$ cat config.mk
export PLATFORM = sky130hd
export DESIGN_NAME = sqs_stack_regs
export DESIGN_NICKNAME = d
export VERILOG_FILES = /design/src/core/sqs_pkg.sv /design/src/core/sqs_stack_regs.sv
export SDC_FILE = /design/constraint.sdc
export NUM_CORES = 1
export LEC_CHECK = 0
export ABC_AREA = 1
export BUFFER_PORTS_ARGS = -buffer_cell sky130_fd_sc_hd__buf_2
export CAP_MARGIN = 10
export CORE_UTILIZATION = 50
export CTS_CLUSTER_DIAMETER = 50
export CTS_CLUSTER_SIZE = 8
export DETAILED_ROUTE_END_ITERATION = 8
export PLACE_DENSITY = 0.78
export SYNTH_ARGS = -nofsm -noshare
export SYNTH_HDL_FRONTEND = slang
export SYNTH_SLANG_ARGS = --single-unit
$ cat constraint.sdc
create_clock -name i_clk_sys -period 1.94 [get_ports i_clk_sys]
set_clock_uncertainty 0.15 [all_clocks]
set_input_delay 0.194 -clock i_clk_sys [delete_from_list [all_inputs] [get_ports i_clk_sys]]
set_output_delay 0.194 -clock i_clk_sys [all_outputs]
set_load 0.03 [all_outputs]
$ cat src/core/sqs_pkg.sv
// constants for the sequencer stack entries 25 to 27
// Functional notes
// - bit 15 picks direction: 0 selects reading the entry, 1 selects writing it
// - bits 14..9 hold the entry's own address; reset to that address
// - bit 8 set returns to first entry after conversion, clear steps onward except from entry 27, which always returns
// - bits 7..4 choose converter B input channel; reset to zero
// - bits 3..0 choose converter A input channel; reset to zero
// - entry 25 sits at 0x39 and reads 0x7200 after reset
// - entry 26 sits at 0x3a and reads 0x7400 after reset
// - entry 27 sits at 0x3b and reads 0x7600 after reset
package sqs_pkg;
    localparam int          SQS_ENTRIES   = 3;
    localparam int          SQS_DIR_BIT   = 15;
    localparam int          SQS_SELF_MSB  = 14;
    localparam int          SQS_SELF_LSB  = 9;
    localparam int          SQS_RET_BIT   = 8;
    localparam int          SQS_B_MSB     = 7;
    localparam int          SQS_B_LSB     = 4;
    localparam int          SQS_A_MSB     = 3;
    localparam int          SQS_A_LSB     = 0;
    // register indices; byte address is four times the index
    localparam logic [5:0]  SQS_ENTRY_IDX [SQS_ENTRIES] = '{6'h39, 6'h3a, 6'h3b};
    localparam logic [15:0] SQS_ENTRY_RST [SQS_ENTRIES] = '{16'h7200, 16'h7400, 16'h7600};
    // read-only step status register index
    localparam logic [7:0]  SQS_STATUS_IDX = 8'h40;
    localparam logic [1:0]  SQS_STEP_RST   = 2'h0;
    localparam logic [1:0]  SQS_STEP_LAST  = 2'h2;
    typedef logic [8:0] sqs_entry_t;
endpackage : sqs_pkg

$ cat src/core/sqs_stack_regs.sv
// apb register bank for three sequencer stack entries plus step walker
//
// Register access over APB was decided locally.
`timescale 1ns/1ps
module sqs_stack_regs
    import sqs_pkg::*;
#(
    parameter int ADDR_W = 12
) (
    input  wire logic              i_clk_sys,
    input  wire logic              i_rst,
    input  wire logic              i_psel,
    input  wire logic              i_penable,
    input  wire logic              i_pwrite,
    input  wire logic [ADDR_W-1:0] i_paddr,
    input  wire logic [31:0]       i_pwdata,
    input  wire logic [3:0]        i_pstrb,
    input  wire logic              i_conv_done,
    output logic                   o_pready,
    output logic [31:0]            o_prdata,
    output logic                   o_pslverr,
    output logic [1:0]             o_step_index,
    output logic                   o_step_return,
    output logic [3:0]             o_conv_a_pick,
    output logic [3:0]             o_conv_b_pick
);

    // refuse address widths narrower than 10 bits or wider than 32
    if (ADDR_W < 10 || ADDR_W > 32) begin : g_bad_addr_w
        $error("sqs_stack_regs: ADDR_W must be 10 to 32");
    end

    sqs_entry_t        ent_q [SQS_ENTRIES];
    sqs_entry_t        ent_d [SQS_ENTRIES];
    logic [1:0]        step_q;
    logic [1:0]        step_d;
    logic              pready_q;
    logic              pready_d;
    logic [31:0]       prdata_q;
    logic [31:0]       prdata_d;
    logic              pslverr_q;
    logic              pslverr_d;
    logic              ret_q;
    logic              ret_d;
    logic [3:0]        pick_a_q;
    logic [3:0]        pick_a_d;
    logic [3:0]        pick_b_q;
    logic [3:0]        pick_b_d;
    logic [SQS_ENTRIES-1:0] hit;
    logic [SQS_ENTRIES-1:0] wr_ok;
    logic              stat_hit;
    logic              setup;
    logic              commit;

    // full 16-bit view of an entry, self address is fixed
    function automatic logic [15:0] entry_word(input int idx, input sqs_entry_t val);
        entry_word = {1'b0, SQS_ENTRY_IDX[idx], val};
    endfunction : entry_word

    // address decode and phase detection
    always_comb begin
        setup    = i_psel && !i_penable;
        commit   = i_psel && i_penable && pready_q;
        stat_hit = (i_paddr == ADDR_W'({SQS_STATUS_IDX, 2'b00}));
        for (int i = 0; i < SQS_ENTRIES; i++) begin
            hit[i]   = (i_paddr == ADDR_W'({SQS_ENTRY_IDX[i], 2'b00}));
            wr_ok[i] = hit[i] && i_pwdata[SQS_DIR_BIT]
                       && (i_pwdata[SQS_SELF_MSB:SQS_SELF_LSB] == SQS_ENTRY_IDX[i]);
        end
    end

    // apb answer: zero wait states, data and error prepared in setup
    always_comb begin
        pready_d  = setup;
        prdata_d  = 32'h0;
        pslverr_d = 1'b0;
        if (setup) begin
            if (stat_hit) begin
                prdata_d  = {29'h0, ret_q, step_q};
                pslverr_d = i_pwrite;
            end else if (hit == '0) begin
                pslverr_d = 1'b1;
            end else begin
                for (int i = 0; i < SQS_ENTRIES; i++) begin
                    if (hit[i]) begin
                        prdata_d  = {16'h0, entry_word(i, ent_q[i])};
                        pslverr_d = i_pwrite && !wr_ok[i];
                    end
                end
            end
        end
    end

    // entry storage: only the matched entry takes the write
    always_comb begin
        for (int i = 0; i < SQS_ENTRIES; i++) begin
            ent_d[i] = ent_q[i];
            if (commit && i_pwrite && wr_ok[i]) begin
                if (i_pstrb[1]) begin
                    ent_d[i][SQS_RET_BIT] = i_pwdata[SQS_RET_BIT];
                end
                if (i_pstrb[0]) begin
                    ent_d[i][SQS_B_MSB:SQS_B_LSB] = i_pwdata[SQS_B_MSB:SQS_B_LSB];
                    ent_d[i][SQS_A_MSB:SQS_A_LSB] = i_pwdata[SQS_A_MSB:SQS_A_LSB];
                end
            end
        end
    end

    // step walker: next entry, or back to the first on return flag or after the last entry
    always_comb begin
        step_d = step_q;
        if (i_conv_done) begin
            if (ent_q[step_q][SQS_RET_BIT] || step_q == SQS_STEP_LAST) begin
                step_d = SQS_STEP_RST;
            end else begin
                step_d = step_q + 2'h1;
            end
        end
        ret_d    = ent_d[step_d][SQS_RET_BIT];
        pick_a_d = ent_d[step_d][SQS_A_MSB:SQS_A_LSB];
        pick_b_d = ent_d[step_d][SQS_B_MSB:SQS_B_LSB];
    end

    // registers
    always_ff @(posedge i_clk_sys) begin
        if (i_rst) begin
            for (int i = 0; i < SQS_ENTRIES; i++) begin
                ent_q[i] <= SQS_ENTRY_RST[i][8:0];
            end
            step_q    <= SQS_STEP_RST;
            pready_q  <= 1'b0;
            prdata_q  <= 32'h0;
            pslverr_q <= 1'b0;
            ret_q     <= 1'b0;
            pick_a_q  <= 4'h0;
            pick_b_q  <= 4'h0;
        end else begin
            for (int i = 0; i < SQS_ENTRIES; i++) begin
                ent_q[i] <= ent_d[i];
            end
            step_q    <= step_d;
            pready_q  <= pready_d;
            prdata_q  <= prdata_d;
            pslverr_q <= pslverr_d;
            ret_q     <= ret_d;
            pick_a_q  <= pick_a_d;
            pick_b_q  <= pick_b_d;
        end
    end

    // outputs straight from flip-flops
    assign o_pready      = pready_q;
    assign o_prdata      = prdata_q;
    assign o_pslverr     = pslverr_q;
    assign o_step_index  = step_q;
    assign o_step_return = ret_q;
    assign o_conv_a_pick = pick_a_q;
    assign o_conv_b_pick = pick_b_q;

    logic [26:0] all_ent;
    assign all_ent = {ent_q[0], ent_q[1], ent_q[2]};
endmodule : sqs_stack_regs

* Word-level counts from Yosys, hierarchy flattened *
Memory sizes are Yosys's and may differ from the RTL's. A register that Yosys moved wholly into a read port is not among the register bits.
Cells that the tools add are included.

word-level totals
  bits in registers = 45
  memories kept = 1
  bits of input ports = 54
  memory bits (writable) = 27

memories
  memory  words  bits a word  rd ports  clocked after Yosys merged registers in  wr ports  line                  text
  ent_q   3      9            4         1                                        3         sqs_stack_regs.sv:33  sqs_entry_t ent_q [SQS_ENTRIES];

cells by class
  add/subtract/negate cells = 1
  reductions and logical operators = 25
  bitwise logic cells = 5
  order comparisons = 1
  muxes and demuxes = 31
  eq/ne operators = 8

operators with widths
  cell                                                                     number
  9-bit 2-to-1 mux                                                         8
  15-bit 2-to-1 mux                                                        3
  12-bit by 8-bit equality test with 1-bit output (second input constant)  3
  8-bit 2-to-1 mux                                                         3
  9-bit binary-select mux with 2-bit select                                1
  6-bit equality test (second input constant)                              3
  1-bit logical AND                                                        16
  12-bit by 9-bit equality test with 1-bit output (second input constant)  1
  1-bit 2-to-1 mux                                                         11
  2-bit 2-to-1 mux                                                         3
  3-bit 2-to-1 mux                                                         2
  6-bit OR reduction                                                       1
  1-bit zero test                                                          4
  4-bit OR reduction                                                       1
  3-bit greater-or-equal comparator (second input constant)                1
  3-bit zero test                                                          1
  2-bit inverter with 3-bit output                                         1
  1-bit OR                                                                 3
  2-bit by 1-bit adder with 2-bit output (second input constant)           1
  2-bit equality test (second input constant)                              1
  2-bit OR reduction                                                       1
  1-bit logical OR                                                         1
  1-bit inverter                                                           1

* Logic depth before layout (Yosys ltp) *
Gate-level depths: netlist of run 1.

  depth in word-level cells = 10
  mapped depth = 11

* Least setup slack after synthesis of run 1 *
No wires, ideal clock.

  path type = register -> register
  start point = register step_q[0] (netlist: o_step_index[0])
  end point = register pick_a_q[0] (netlist: o_conv_a_pick[0])
  slack = 0.046 ns
  setup time = 0.058 ns
  period minus slack after synthesis = 1.894 ns
  cell stages (with the launch flop) = 11
  data arrival time = 1.686 ns
  cells stage by stage = dfxtp_1 > inv_1 > ha_1 > nor2_1 > o21a_1 > nand3b_1 > o21ai_0 > inv_1 > nor2_4 > nand3_1 > nand2_1

between the ends
  cells in the longest elaborated chain, start to end = 8
  elaborated cells between the ends (all ways) = 9
  classes of those cells = add/sub: 1; eq/ne: 1; mux: 5; bitwise: 1; reduce/logical: 1

RTL lines
  element                                                                         line                   text
  from (decl)                                                                     sqs_stack_regs.sv:35   logic [1:0] step_q;
  from (signal assigned)                                                          sqs_stack_regs.sv:142  step_q <= step_d;
  branches (longest 3 deep; another with 2-bit by 1-bit adder with 2-bit output)  n/a
  2-bit 2-to-1 mux (*)                                                            sqs_stack_regs.sv:113  if (i_conv_done) begin
  2-bit inverter with 3-bit output (implied by the code) (*)                      sqs_stack_regs.sv:121  pick_a_d = ent_d[step_d][SQS_A_MSB:SQS_A_LSB];
  9-bit binary-select mux with 2-bit select (*)                                   sqs_stack_regs.sv:121
  9-bit 2-to-1 mux (*) (2 in a row)                                               n/a
  to (signal assigned)                                                            sqs_stack_regs.sv:147  pick_a_q <= pick_a_d;
  to (decl)                                                                       sqs_stack_regs.sv:45   logic [3:0] pick_a_q;

Every way passes the cells marked *. The select of a mux whose other input is x is not followed.
A chain may end at the register's enable or synchronous reset.

* Final worst setup path of run 1 *
  start point = input i_penable
  end point = register pick_b_q[1] (netlist: o_conv_b_pick[1])

between the ends
  cells in the longest elaborated chain, start to end = 8
  elaborated cells between the ends (all ways) = 12
  classes of those cells = mux: 6; reduce/logical: 6

RTL lines
  element                                                  line                   text
  from (decl)                                              sqs_stack_regs.sv:13   input wire logic i_penable,
  1-bit logical AND (*) (2 in a row)                       sqs_stack_regs.sv:63   commit = i_psel && i_penable && pready_q;
  1-bit logical AND (*)                                    sqs_stack_regs.sv:98   if (commit && i_pwrite && wr_ok[i]) begin
  1-bit logical AND                                        sqs_stack_regs.sv:98
  9-bit 2-to-1 mux                                         sqs_stack_regs.sv:98
  9-bit binary-select mux with 2-bit select (*)            sqs_stack_regs.sv:122  pick_b_d = ent_d[step_d][SQS_B_MSB:SQS_B_LSB];
  9-bit 2-to-1 mux (implied by the code) (*) (2 in a row)  sqs_stack_regs.sv:122
  to (signal assigned)                                     sqs_stack_regs.sv:148  pick_b_q <= pick_b_d;
  to (decl)                                                sqs_stack_regs.sv:47   logic [3:0] pick_b_q;

Every way passes the cells marked *; elsewhere a longest branch is shown, timed or not. The select of a mux whose other input is x is not followed.

==> results.py, run 1 <==
metrics = {
    "run_status": {
        "status": "finished, final reports clean",
    },
    "job": {
        "maxCapViolCount": 0,
    },
    "global_route": {
        "grt_max_degree": 28,
        "grt_pass1_wl_mm": 12.3,
        "grt-ovfl-total": 0,
        "grt_pass1_vias": 2693,
        "grt_antenna_before_repair": 0,
        "grt.total_usage": 0.255,
    },
    "timing": {
        "min_period_ps": 1840,
        "tightest_slew_ps": 561,
        "period_share": 0.947,
        "tns_ps": 0,
        "slew_viol_final": 0,
        "fmax_mhz": 545,
        "timing.slew.headroom": 0.624,
        "setup_viol_count_final": 0,
        "final_hold_viol_count": 0,
        "rsz0062_at_grt": "false",
    },
    "setup_path": {
        "arrival_ps": 1890,
        "crit_chain": "dlygate4sd3_1 > buf_2 > nand4_1 > nor2_1 > nand3_2 > nand2_1 > nand3_1 > nand3_1 > nand2_1",
        "startpoint": "i_penable",
        "worstReg2RegStart": "o_step_index[0]",
        "crit_buf_inv": 2,
        "cp_slowest_stage_delay_ps": 540,
        "end_kind": "flip-flop",
        "worstPathRequired_ps": 1990,
        "crit_type": "input pin to flip-flop",
        "slowest_stage": "dlygate4sd3_1",
        "crit_path_max_fanout": 8,
        "regToRegEndpoint": "o_conv_b_pick[1]",
        "rr_worst_depth": 10,
        "cpLargestDelayFamily": "simple AND/OR/NAND/NOR gates",
        "worstSetupStartpointType": "input pin",
        "reg2reg_slack_ps": 150,
    },
    "yosys": {
        "syn_area_um2": 2910,
        "ys_ff_latch": 52,
        "synth_edf_count": 0,
        "synth_area_per_cell_um2": 6.97,
        "synth-main-ff-cell": "dfxtp_1",
        "synthCells": 417,
        "yosys_warnings": 0,
        "async_reset_ff_frac": 0,
        "synth.distinct_cells": 31,
        "ys_seq_area_frac": 0.358,
    },
    "clock_tree": {
        "cts_max_level": 2,
        "cts_setup_buffers": 0,
        "cts_tree": "yes",
        "cts.clk_slew.worst_paths_ps": 90,
        "clock_sinks": 52,
        "clkLatencyLatePin_ps": 300,
        "numCtsBuffers": 5,
        "ctsLongestPathBuffers": 2,
        "clock-root-buffer": "clkbuf_8",
    },
    "finish": {
        "n_fill_cell": 531,
        "area_growth_pct": 17.2,
        "layout_commonest_cell": "nand2_1",
        "register_area_um2": 1040,
        "drive_above_1_share": 0.251,
        "nets": 544,
        "utilization": 0.615,
        "final_area_um2": 3410,
        "most-common-layout-cells": "nand2_1, buf_2, nand3_1, dfxtp_1, inv_1",
        "multi_input_area_um2": 1550,
        "diodes": 0,
    },
    "hold_path": {
        "hold-path-endpoint": "o_step_index[0]",
        "hold_path.class": "input pin to flip-flop",
        "hold_start": "i_rst",
        "hold_depth": 2,
    },
    "routing": {
        "drc_errors": 0,
        "drt-wirelength-per-cell_um": 13.4,
        "wirelength_mm": 7.54,
        "drt_pass1_iterations": 5,
        "drtIter0Drc": 254,
        "ant_nets": 0,
        "viasPerCell": 5.28,
        "vias": 2969,
    },
    "placement": {
        "gp_congestion": 0.845,
        "hpwlAfterDp_mm": 5.44,
        "placed_area_um2": 3250,
        "port_buffers": 62,
    },
    "floorplanning": {
        "core-area_um2": 5540,
        "die_x_um": 78.3,
        "die_h_um": 78.3,
        "start_util": 0.525,
        "rows": 27,
        "die-area_um2": 6120,
        "ios": 99,
    },
    "power": {
        "p_total_mw": 2.16,
        "irDropWorstVdd_uv": 662,
        "p_leak_nw": 1.70,
        "p_per_area_nw_per_um2": 633,
    },
}
logic make-up (layout without fill, tap and decap cells):
logic type | count (synthesis) | in the layout | synth area share
AOI/OAI and AO/OA | 46 | 46 | 0.0848
buffers and inverters | 74 | 129 | 0.139
DFF | 52 | 52 | 0.358
adders and majority gates | 1 | 1 | 0.00430
and+or+nand+nor | 243 | 244 | 0.413
other | 1 | 18 | 0.00129
metal layers:
metal,vias to the layer above,global-route usage,wire (µm)
li1,1474,-,-
met1,1337,0.329,3240
met5,-,0,0
met3,19,0.0442,562
met4,0,0.0796,158
met2,139,0.432,3580
report_power, final:
| group | switching (mW) | total, mW | internal [mW] |
|---|---|---|---|
| Clock | 0.354 | 0.644 | 0.291 |
| Combinational | 0.290 | 0.415 | 0.125 |
| Sequential | 0.00835 | 1.10 | 1.09 |
| Total | 0.652 | 2.16 | 1.51 |
registers in the layout (all words and copies together), names as in the netlist:
| register | count |
|---|---|
| ent_q | 27 |
| o_conv_a_pick | 4 |
| o_conv_b_pick | 4 |
| o_prdata | 12 |
| o_pready | 1 |
| o_pslverr | 1 |
| o_step_index | 2 |
| o_step_return | 1 |
cell type report:
cell class	count	share of cell area
clock buffers	7	0.0253
multi-input cells	309	0.455
clock inverters	1	0.00220
well taps	72	0.0264
repair buffers	80	0.138
repair inverters	1	0.00220
inverters	40	0.0452
flip-flops and latches	52	0.306
Yosys cell counts, types with 3 or more instances:
master,n,area (µm²)
nor2_4,4,45.0
nand4_1,21,131
nand3_1,51,255
nand3_2,12,120
nor2_2,6,37.5
a21oi_1,31,155
buf_6,3,33.8
buf_4,21,158
o21ai_0,8,40.0
nor2_1,23,86.3
nand2_1,116,435
dfxtp_1,52,1040
nand2_2,3,18.8
o21ai_1,3,15.0
nor3_1,3,15.0
clkbuf_1,3,11.3
clkinv_1,3,11.3
inv_1,36,135
buf_2,6,30.0
stage by stage:
stage / setup WS [ps] / std cells / hold slack [ps]
after floorplan: 45.8 / 434 / 141
after detailed placement: 39.2 / 550 / 268
after global placement: 150 / 550 / 262
final: 104 / 562 / 1.34
after CTS: 12.1 / 560 / 2.57
after global routing: 21.7 / 562 / 7.71
how the worst max path moves through the flow:
stage	to	slack, ps	cells past startpoint
2_1_floorplan	o_conv_a_pick[0]	50	10
3_3_place_gp	o_conv_a_pick[2]	150	10
3_5_place_dp	o_conv_a_pick[1]	40	10
4_1_cts	o_conv_a_pick[1]	10	10
5_1_grt	o_conv_b_pick[1]	20	10
6_report	o_conv_b_pick[1]	100	9
timing repair:
item	4_1_cts	5_1_grt
endpoints found under the hold margin	1	0
hold buffers	2	0
gates resized for setup	0	11
endpoints found under the setup margin	0	10
Power figures use the tool's default switching activity.
==> run 2: changes to the inputs <==
RECOVER_POWER = 100   (was not set)
==> results.py, run 2 (synthesis results as in run 1) <==
metrics = {
    "setup_path": {
        "arrival_ps": 1940,
        "crit_path_max_fanout": 6,
        "worstSetupStartpointType": "input pin",
        "rr_worst_depth": 10,
        "crit_type": "input pin to flip-flop",
        "end_kind": "flip-flop",
        "reg2reg_slack_ps": 150,
        "worstReg2RegStart": "o_step_index[0]",
        "regToRegEndpoint": "o_conv_a_pick[2]",
        "worstPathRequired_ps": 2030,
    },
    "placement": {
        "hpwlAfterDp_mm": 5.44,
        "gp_congestion": 0.845,
        "placed_cells": 550,
        "port_buffers": 62,
    },
    "global_route": {
        "grt_max_degree": 28,
        "grt_pass1_vias": 2693,
        "grt_pass1_wl_mm": 12.3,
        "grt.total_usage": 0.255,
        "grt_antenna_before_repair": 0,
        "grt-ovfl-total": 0,
    },
    "clock_tree": {
        "cts_tree": "yes",
        "cts.clk_slew.worst_paths_ps": 90,
        "clock_sinks": 52,
        "cts_max_level": 2,
        "clkLatencyLatePin_ps": 300,
        "cts_setup_buffers": 0,
        "clock-root-buffer": "clkbuf_8",
        "numCtsBuffers": 5,
        "ctsLongestPathBuffers": 2,
    },
    "finish": {
        "diodes": 0,
        "most-common-layout-cells": "nand2_1, nand3_1, dfxtp_1",
        "area_growth_pct": 15.4,
        "nets": 544,
        "largest_register_ffs": 27,
        "utilization": 0.605,
        "finalNonFillerCells": 562,
        "layout_commonest_cell": "nand2_1",
        "drive_above_1_share": 0.184,
        "top_register": "ent_q",
    },
    "timing": {
        "min_period_ps": 1840,
        "tns_ps": 0,
        "timing.slew.headroom": 0.610,
        "rsz0062_at_grt": "false",
        "setup_viol_count_final": 0,
        "period_share": 0.950,
        "hold_slack_ps": 0.577,
        "tightest_slew_ps": 581,
        "slew_viol_final": 0,
        "final_hold_viol_count": 0,
        "fmax_mhz": 543,
    },
    "routing": {
        "top_layer_used": "met4",
        "drtIter0Drc": 292,
        "viasPerCell": 5.24,
        "vias": 2947,
        "drt-met1-wl_mm": 3.16,
        "drc_errors": 0,
        "ant_nets": 0,
        "drt-wirelength-per-cell_um": 13.5,
        "dr_wl_met2_mm": 3.66,
        "wirelength_mm": 7.59,
        "met3_length_um": 648,
        "drt_pass1_iterations": 4,
    },
    "hold_path": {
        "hold_depth": 2,
        "hold_start": "i_rst",
        "hold_path.class": "input pin to flip-flop",
        "hold-path-endpoint": "o_step_index[0]",
    },
    "floorplanning": {
        "rows": 27,
        "die_x_um": 78.3,
        "die_h_um": 78.3,
        "ios": 99,
        "core-area_um2": 5540,
        "start_util": 0.525,
        "die-area_um2": 6120,
    },
    "power": {
        "p_leak_nw": 1.58,
        "p_per_area_nw_per_um2": 640,
        "irDropWorstVdd_uv": 657,
    },
    "job": {
        "maxCapViolCount": 0,
    },
    "run_status": {
        "status": "finished, final reports clean",
    },
}
-- run 2: layout make-up --
type / count / area [µm²]
fillers: 552 / 2190
repair buffers: 80 / 429
flip-flops and latches: 52 / 1040
repair inverters: 1 / 7.51
clock buffers: 7 / 86.3
inverters: 40 / 154
multi-input cells: 309 / 1540
clock inverters: 1 / 7.51
well taps: 72 / 90.1
-- run 2: report_power, final --
part | internal [mW] | switching (mW) | leakage [nW] | total (mW)
logic | 0.118 | 0.289 | 1.11 | 0.407
clock network | 0.291 | 0.351 | 0.0445 | 0.641
registers | 1.09 | 0.00896 | 0.421 | 1.10
-- run 2: stage by stage --
| step | power [mW] | setup slack [ps] | area (µm²) |
|---|---|---|---|
| final | 2.15 | 96.7 | 3350 |
| after global routing | 2.23 | 21.1 | 3350 |
| after CTS | 2.13 | 12.1 | 3370 |
| after detailed placement | 1.50 | 39.2 | 3250 |
| after global placement | 1.49 | 150 | 3250 |
| after floorplan | 1.40 | 45.8 | 2970 |
-- run 2: worst max path at each step --
stage / depth (start not counted) / slack (ps) / startpoint / endpoint
floorplan: 10 / 50 / o_step_index[0] / o_conv_a_pick[0]
CTS: 10 / 10 / o_step_index[0] / o_conv_a_pick[1]
global route: 9 / 20 / i_penable / o_conv_a_pick[1]
detailed placement: 10 / 40 / o_step_index[0] / o_conv_a_pick[1]
finish: 9 / 100 / i_penable / o_conv_a_pick[1]
global placement: 10 / 150 / o_step_index[0] / o_conv_a_pick[2]
-- run 2: metal layers --
metal  vias up  GRT usage
li1       1474          -
met1      1312      0.329
met2       148      0.432
met3        13     0.0442
met4         0     0.0796
met5         -          0
-- run 2: repair_timing --
item / 4_1_cts / 5_1_grt
setup endpoints to repair: 0 / 10
endpoints found under the hold margin: 1 / 0
hold buffers: 2 / 0
gates resized for setup: 0 / 11
-- run 2: critical path, cell delays in order --
cell	delay, ps
dlygate4sd3_1	540
buf_2	120
nand4_1	160
nor2_2	270
clkbuf_2	260
nand3_1	120
nand3_1	100
nand3_1	90
nand2_1	70
==> run 3: changes to the inputs <==
clock period = 1.7 ns   (was 1.94 ns; I/O delays follow)
==> results.py, run 3 (synthesis results as in run 1) <==
metrics = {
    "finish": {
        "most-common-layout-cells": "nand2_1, dfxtp_1, nand3_1",
        "area_growth_pct": 20.8,
        "final_area_um2": 3510,
        "drive_above_1_share": 0.231,
        "nets": 551,
        "largest_register_ffs": 27,
        "diodes": 0,
        "layout_commonest_cell": "nand2_1",
        "top_register": "ent_q",
    },
    "timing": {
        "slew_viol_final": 0,
        "setup_viol_count_final": 9,
        "fin_ws_ps": -27.3,
        "rsz0062_at_grt": "true",
        "final_hold_viol_count": 0,
        "tightest_slew_ps": 592,
        "timing.slew.headroom": 0.603,
        "fmax_mhz": 579,
        "period_share": 1.02,
        "min_period_ps": 1730,
    },
    "hold_path": {
        "hold_depth": 4,
        "hold_path.class": "input pin to flip-flop",
    },
    "global_route": {
        "grt-ovfl-total": 0,
        "grt_pass1_vias": 2825,
        "grt.total_usage": 0.279,
        "grt_antenna_before_repair": 0,
        "grt_max_degree": 21,
        "grt_pass1_wl_mm": 13.3,
    },
    "floorplanning": {
        "die_x_um": 78.3,
        "die_h_um": 78.3,
        "die-area_um2": 6120,
        "core-area_um2": 5540,
        "start_util": 0.525,
        "rows": 27,
        "ios": 99,
    },
    "setup_path": {
        "crit_chain": "inv_2 > ha_4 > nor2_4 > o21a_1 > nand3b_1 > o21ai_2 > inv_2 > nor2_4 > buf_12 > nand3_1 > nand2_1",
        "worstPathRequired_ps": 1800,
        "worstSetupStartpointType": "flip-flop",
        "arrival_ps": 1830,
        "crit_type": "flip-flop to flip-flop",
        "rr_worst_depth": 11,
        "end_kind": "flip-flop",
        "crit_path_max_fanout": 9,
        "cp_slowest_stage_delay_ps": 360,
        "slowest_stage": "dfxtp_4",
    },
    "clock_tree": {
        "clkLatencyLatePin_ps": 310,
        "numCtsBuffers": 5,
        "clock_sinks": 52,
        "cts_max_level": 2,
        "ctsLongestPathBuffers": 2,
        "clock-root-buffer": "clkbuf_8",
        "cts.clk_slew.worst_paths_ps": 90,
        "cts_tree": "yes",
    },
    "routing": {
        "vias": 3010,
        "drt-wirelength-per-cell_um": 14.0,
        "wirelength_mm": 7.98,
        "drtIter0Drc": 358,
        "ant_nets": 0,
        "viasPerCell": 5.29,
        "drt_pass1_iterations": 5,
        "drc_errors": 0,
    },
    "placement": {
        "hpwlAfterDp_mm": 5.52,
        "placed_area_um2": 3300,
        "port_buffers": 62,
        "gp_congestion": 0.880,
    },
    "run_status": {
        "status": "finished, violations left",
        "violations": "setup timing",
    },
    "power": {
        "irDropWorstVdd_uv": 363,
        "p_leak_nw": 1.63,
        "p_per_area_nw_per_um2": 716,
        "p_total_mw": 2.52,
    },
    "job": {
        "maxCapViolCount": 0,
    },
}
## run 3: changes by cell type in the layout (fill, tap and decap cells not counted), moves of 2 or more
cell	delta
nand3_1	-11
nand3_2	+11
buf_4	+5
buf_12	+3
buf_6	+3
clkbuf_1	-2
clkinvlp_4	-2
inv_1	-2
inv_2	+2
nor2_1	-2
nor2_2	+2
## run 3: cell type report
| class | instances | area (µm²) |
|---|---|---|
| inverters | 40 | 150 |
| clock buffers | 6 | 72.6 |
| flip-flops and latches | 52 | 1050 |
| clock inverters | 2 | 16.3 |
| well taps | 72 | 90.1 |
| fillers | 504 | 2030 |
| multi-input cells | 308 | 1590 |
| repair buffers | 89 | 553 |
## run 3: worst paths after layout
check | from | slack [ps] | endpoint
worst min-delay path | i_conv_done | 20 | o_step_index[1]
worst max register to register | o_step_index[0] | -30 | o_conv_a_pick[1]
worst min register to register | ent_q[0][4] | 350 | ent_q[0][4]
worst max-delay path | o_step_index[0] | -30 | o_conv_a_pick[1]
## run 3: layer usage
layer / share of wire / track usage / up-vias
met4: 0.021 / 0.106 / 0
met1: 0.43 / 0.362 / 1362
met5: 0 / 0 / -
li1: - / - / 1487
met2: 0.46 / 0.460 / 146
met3: 0.089 / 0.0488 / 15
## run 3: through the flow
| step | setup TNS (ps) | hold slack (ps) | utilization | worst slack [ps] | instances |
|---|---|---|---|---|---|
| after detailed placement | -1080 | 242 | 0.596 | -128 | 554 |
| after floorplan | 0 | 117 | - | 4.68 | 434 |
| final | -127 | 19.0 | 0.634 | -27.3 | 569 |
| after global placement | -399 | 231 | 0.596 | -53.2 | 554 |
| after CTS | -151 | 15.2 | 0.627 | -32.7 | 567 |
| after global routing | -975 | 15.8 | 0.634 | -129 | 569 |
## run 3: what timing repair did
item | in CTS | in global routing
hold buffers | 2 | 0
endpoints found under the setup margin | 9 | 10
buffers inserted | 3 | 2
resized for setup | 7 | 16
hold endpoints to repair | 1 | 0
pin swaps | 8 | 3
## run 3: worst max-delay path, delay by kind of cell (launching register included)
| family | cells | cell delay, ps |
|---|---|---|
| fa+ha+maj | 1 | 150 |
| flops | 1 | 360 |
| compound gates | 2 | 280 |
| simple gates | 5 | 460 |
| buf+inv | 3 | 250 |
## run 3: power breakdown
group	internal, mW	switching, mW
sequential	1.25	0.0103
combinational	0.198	0.350
clock	0.294	0.418
total	1.74	0.778
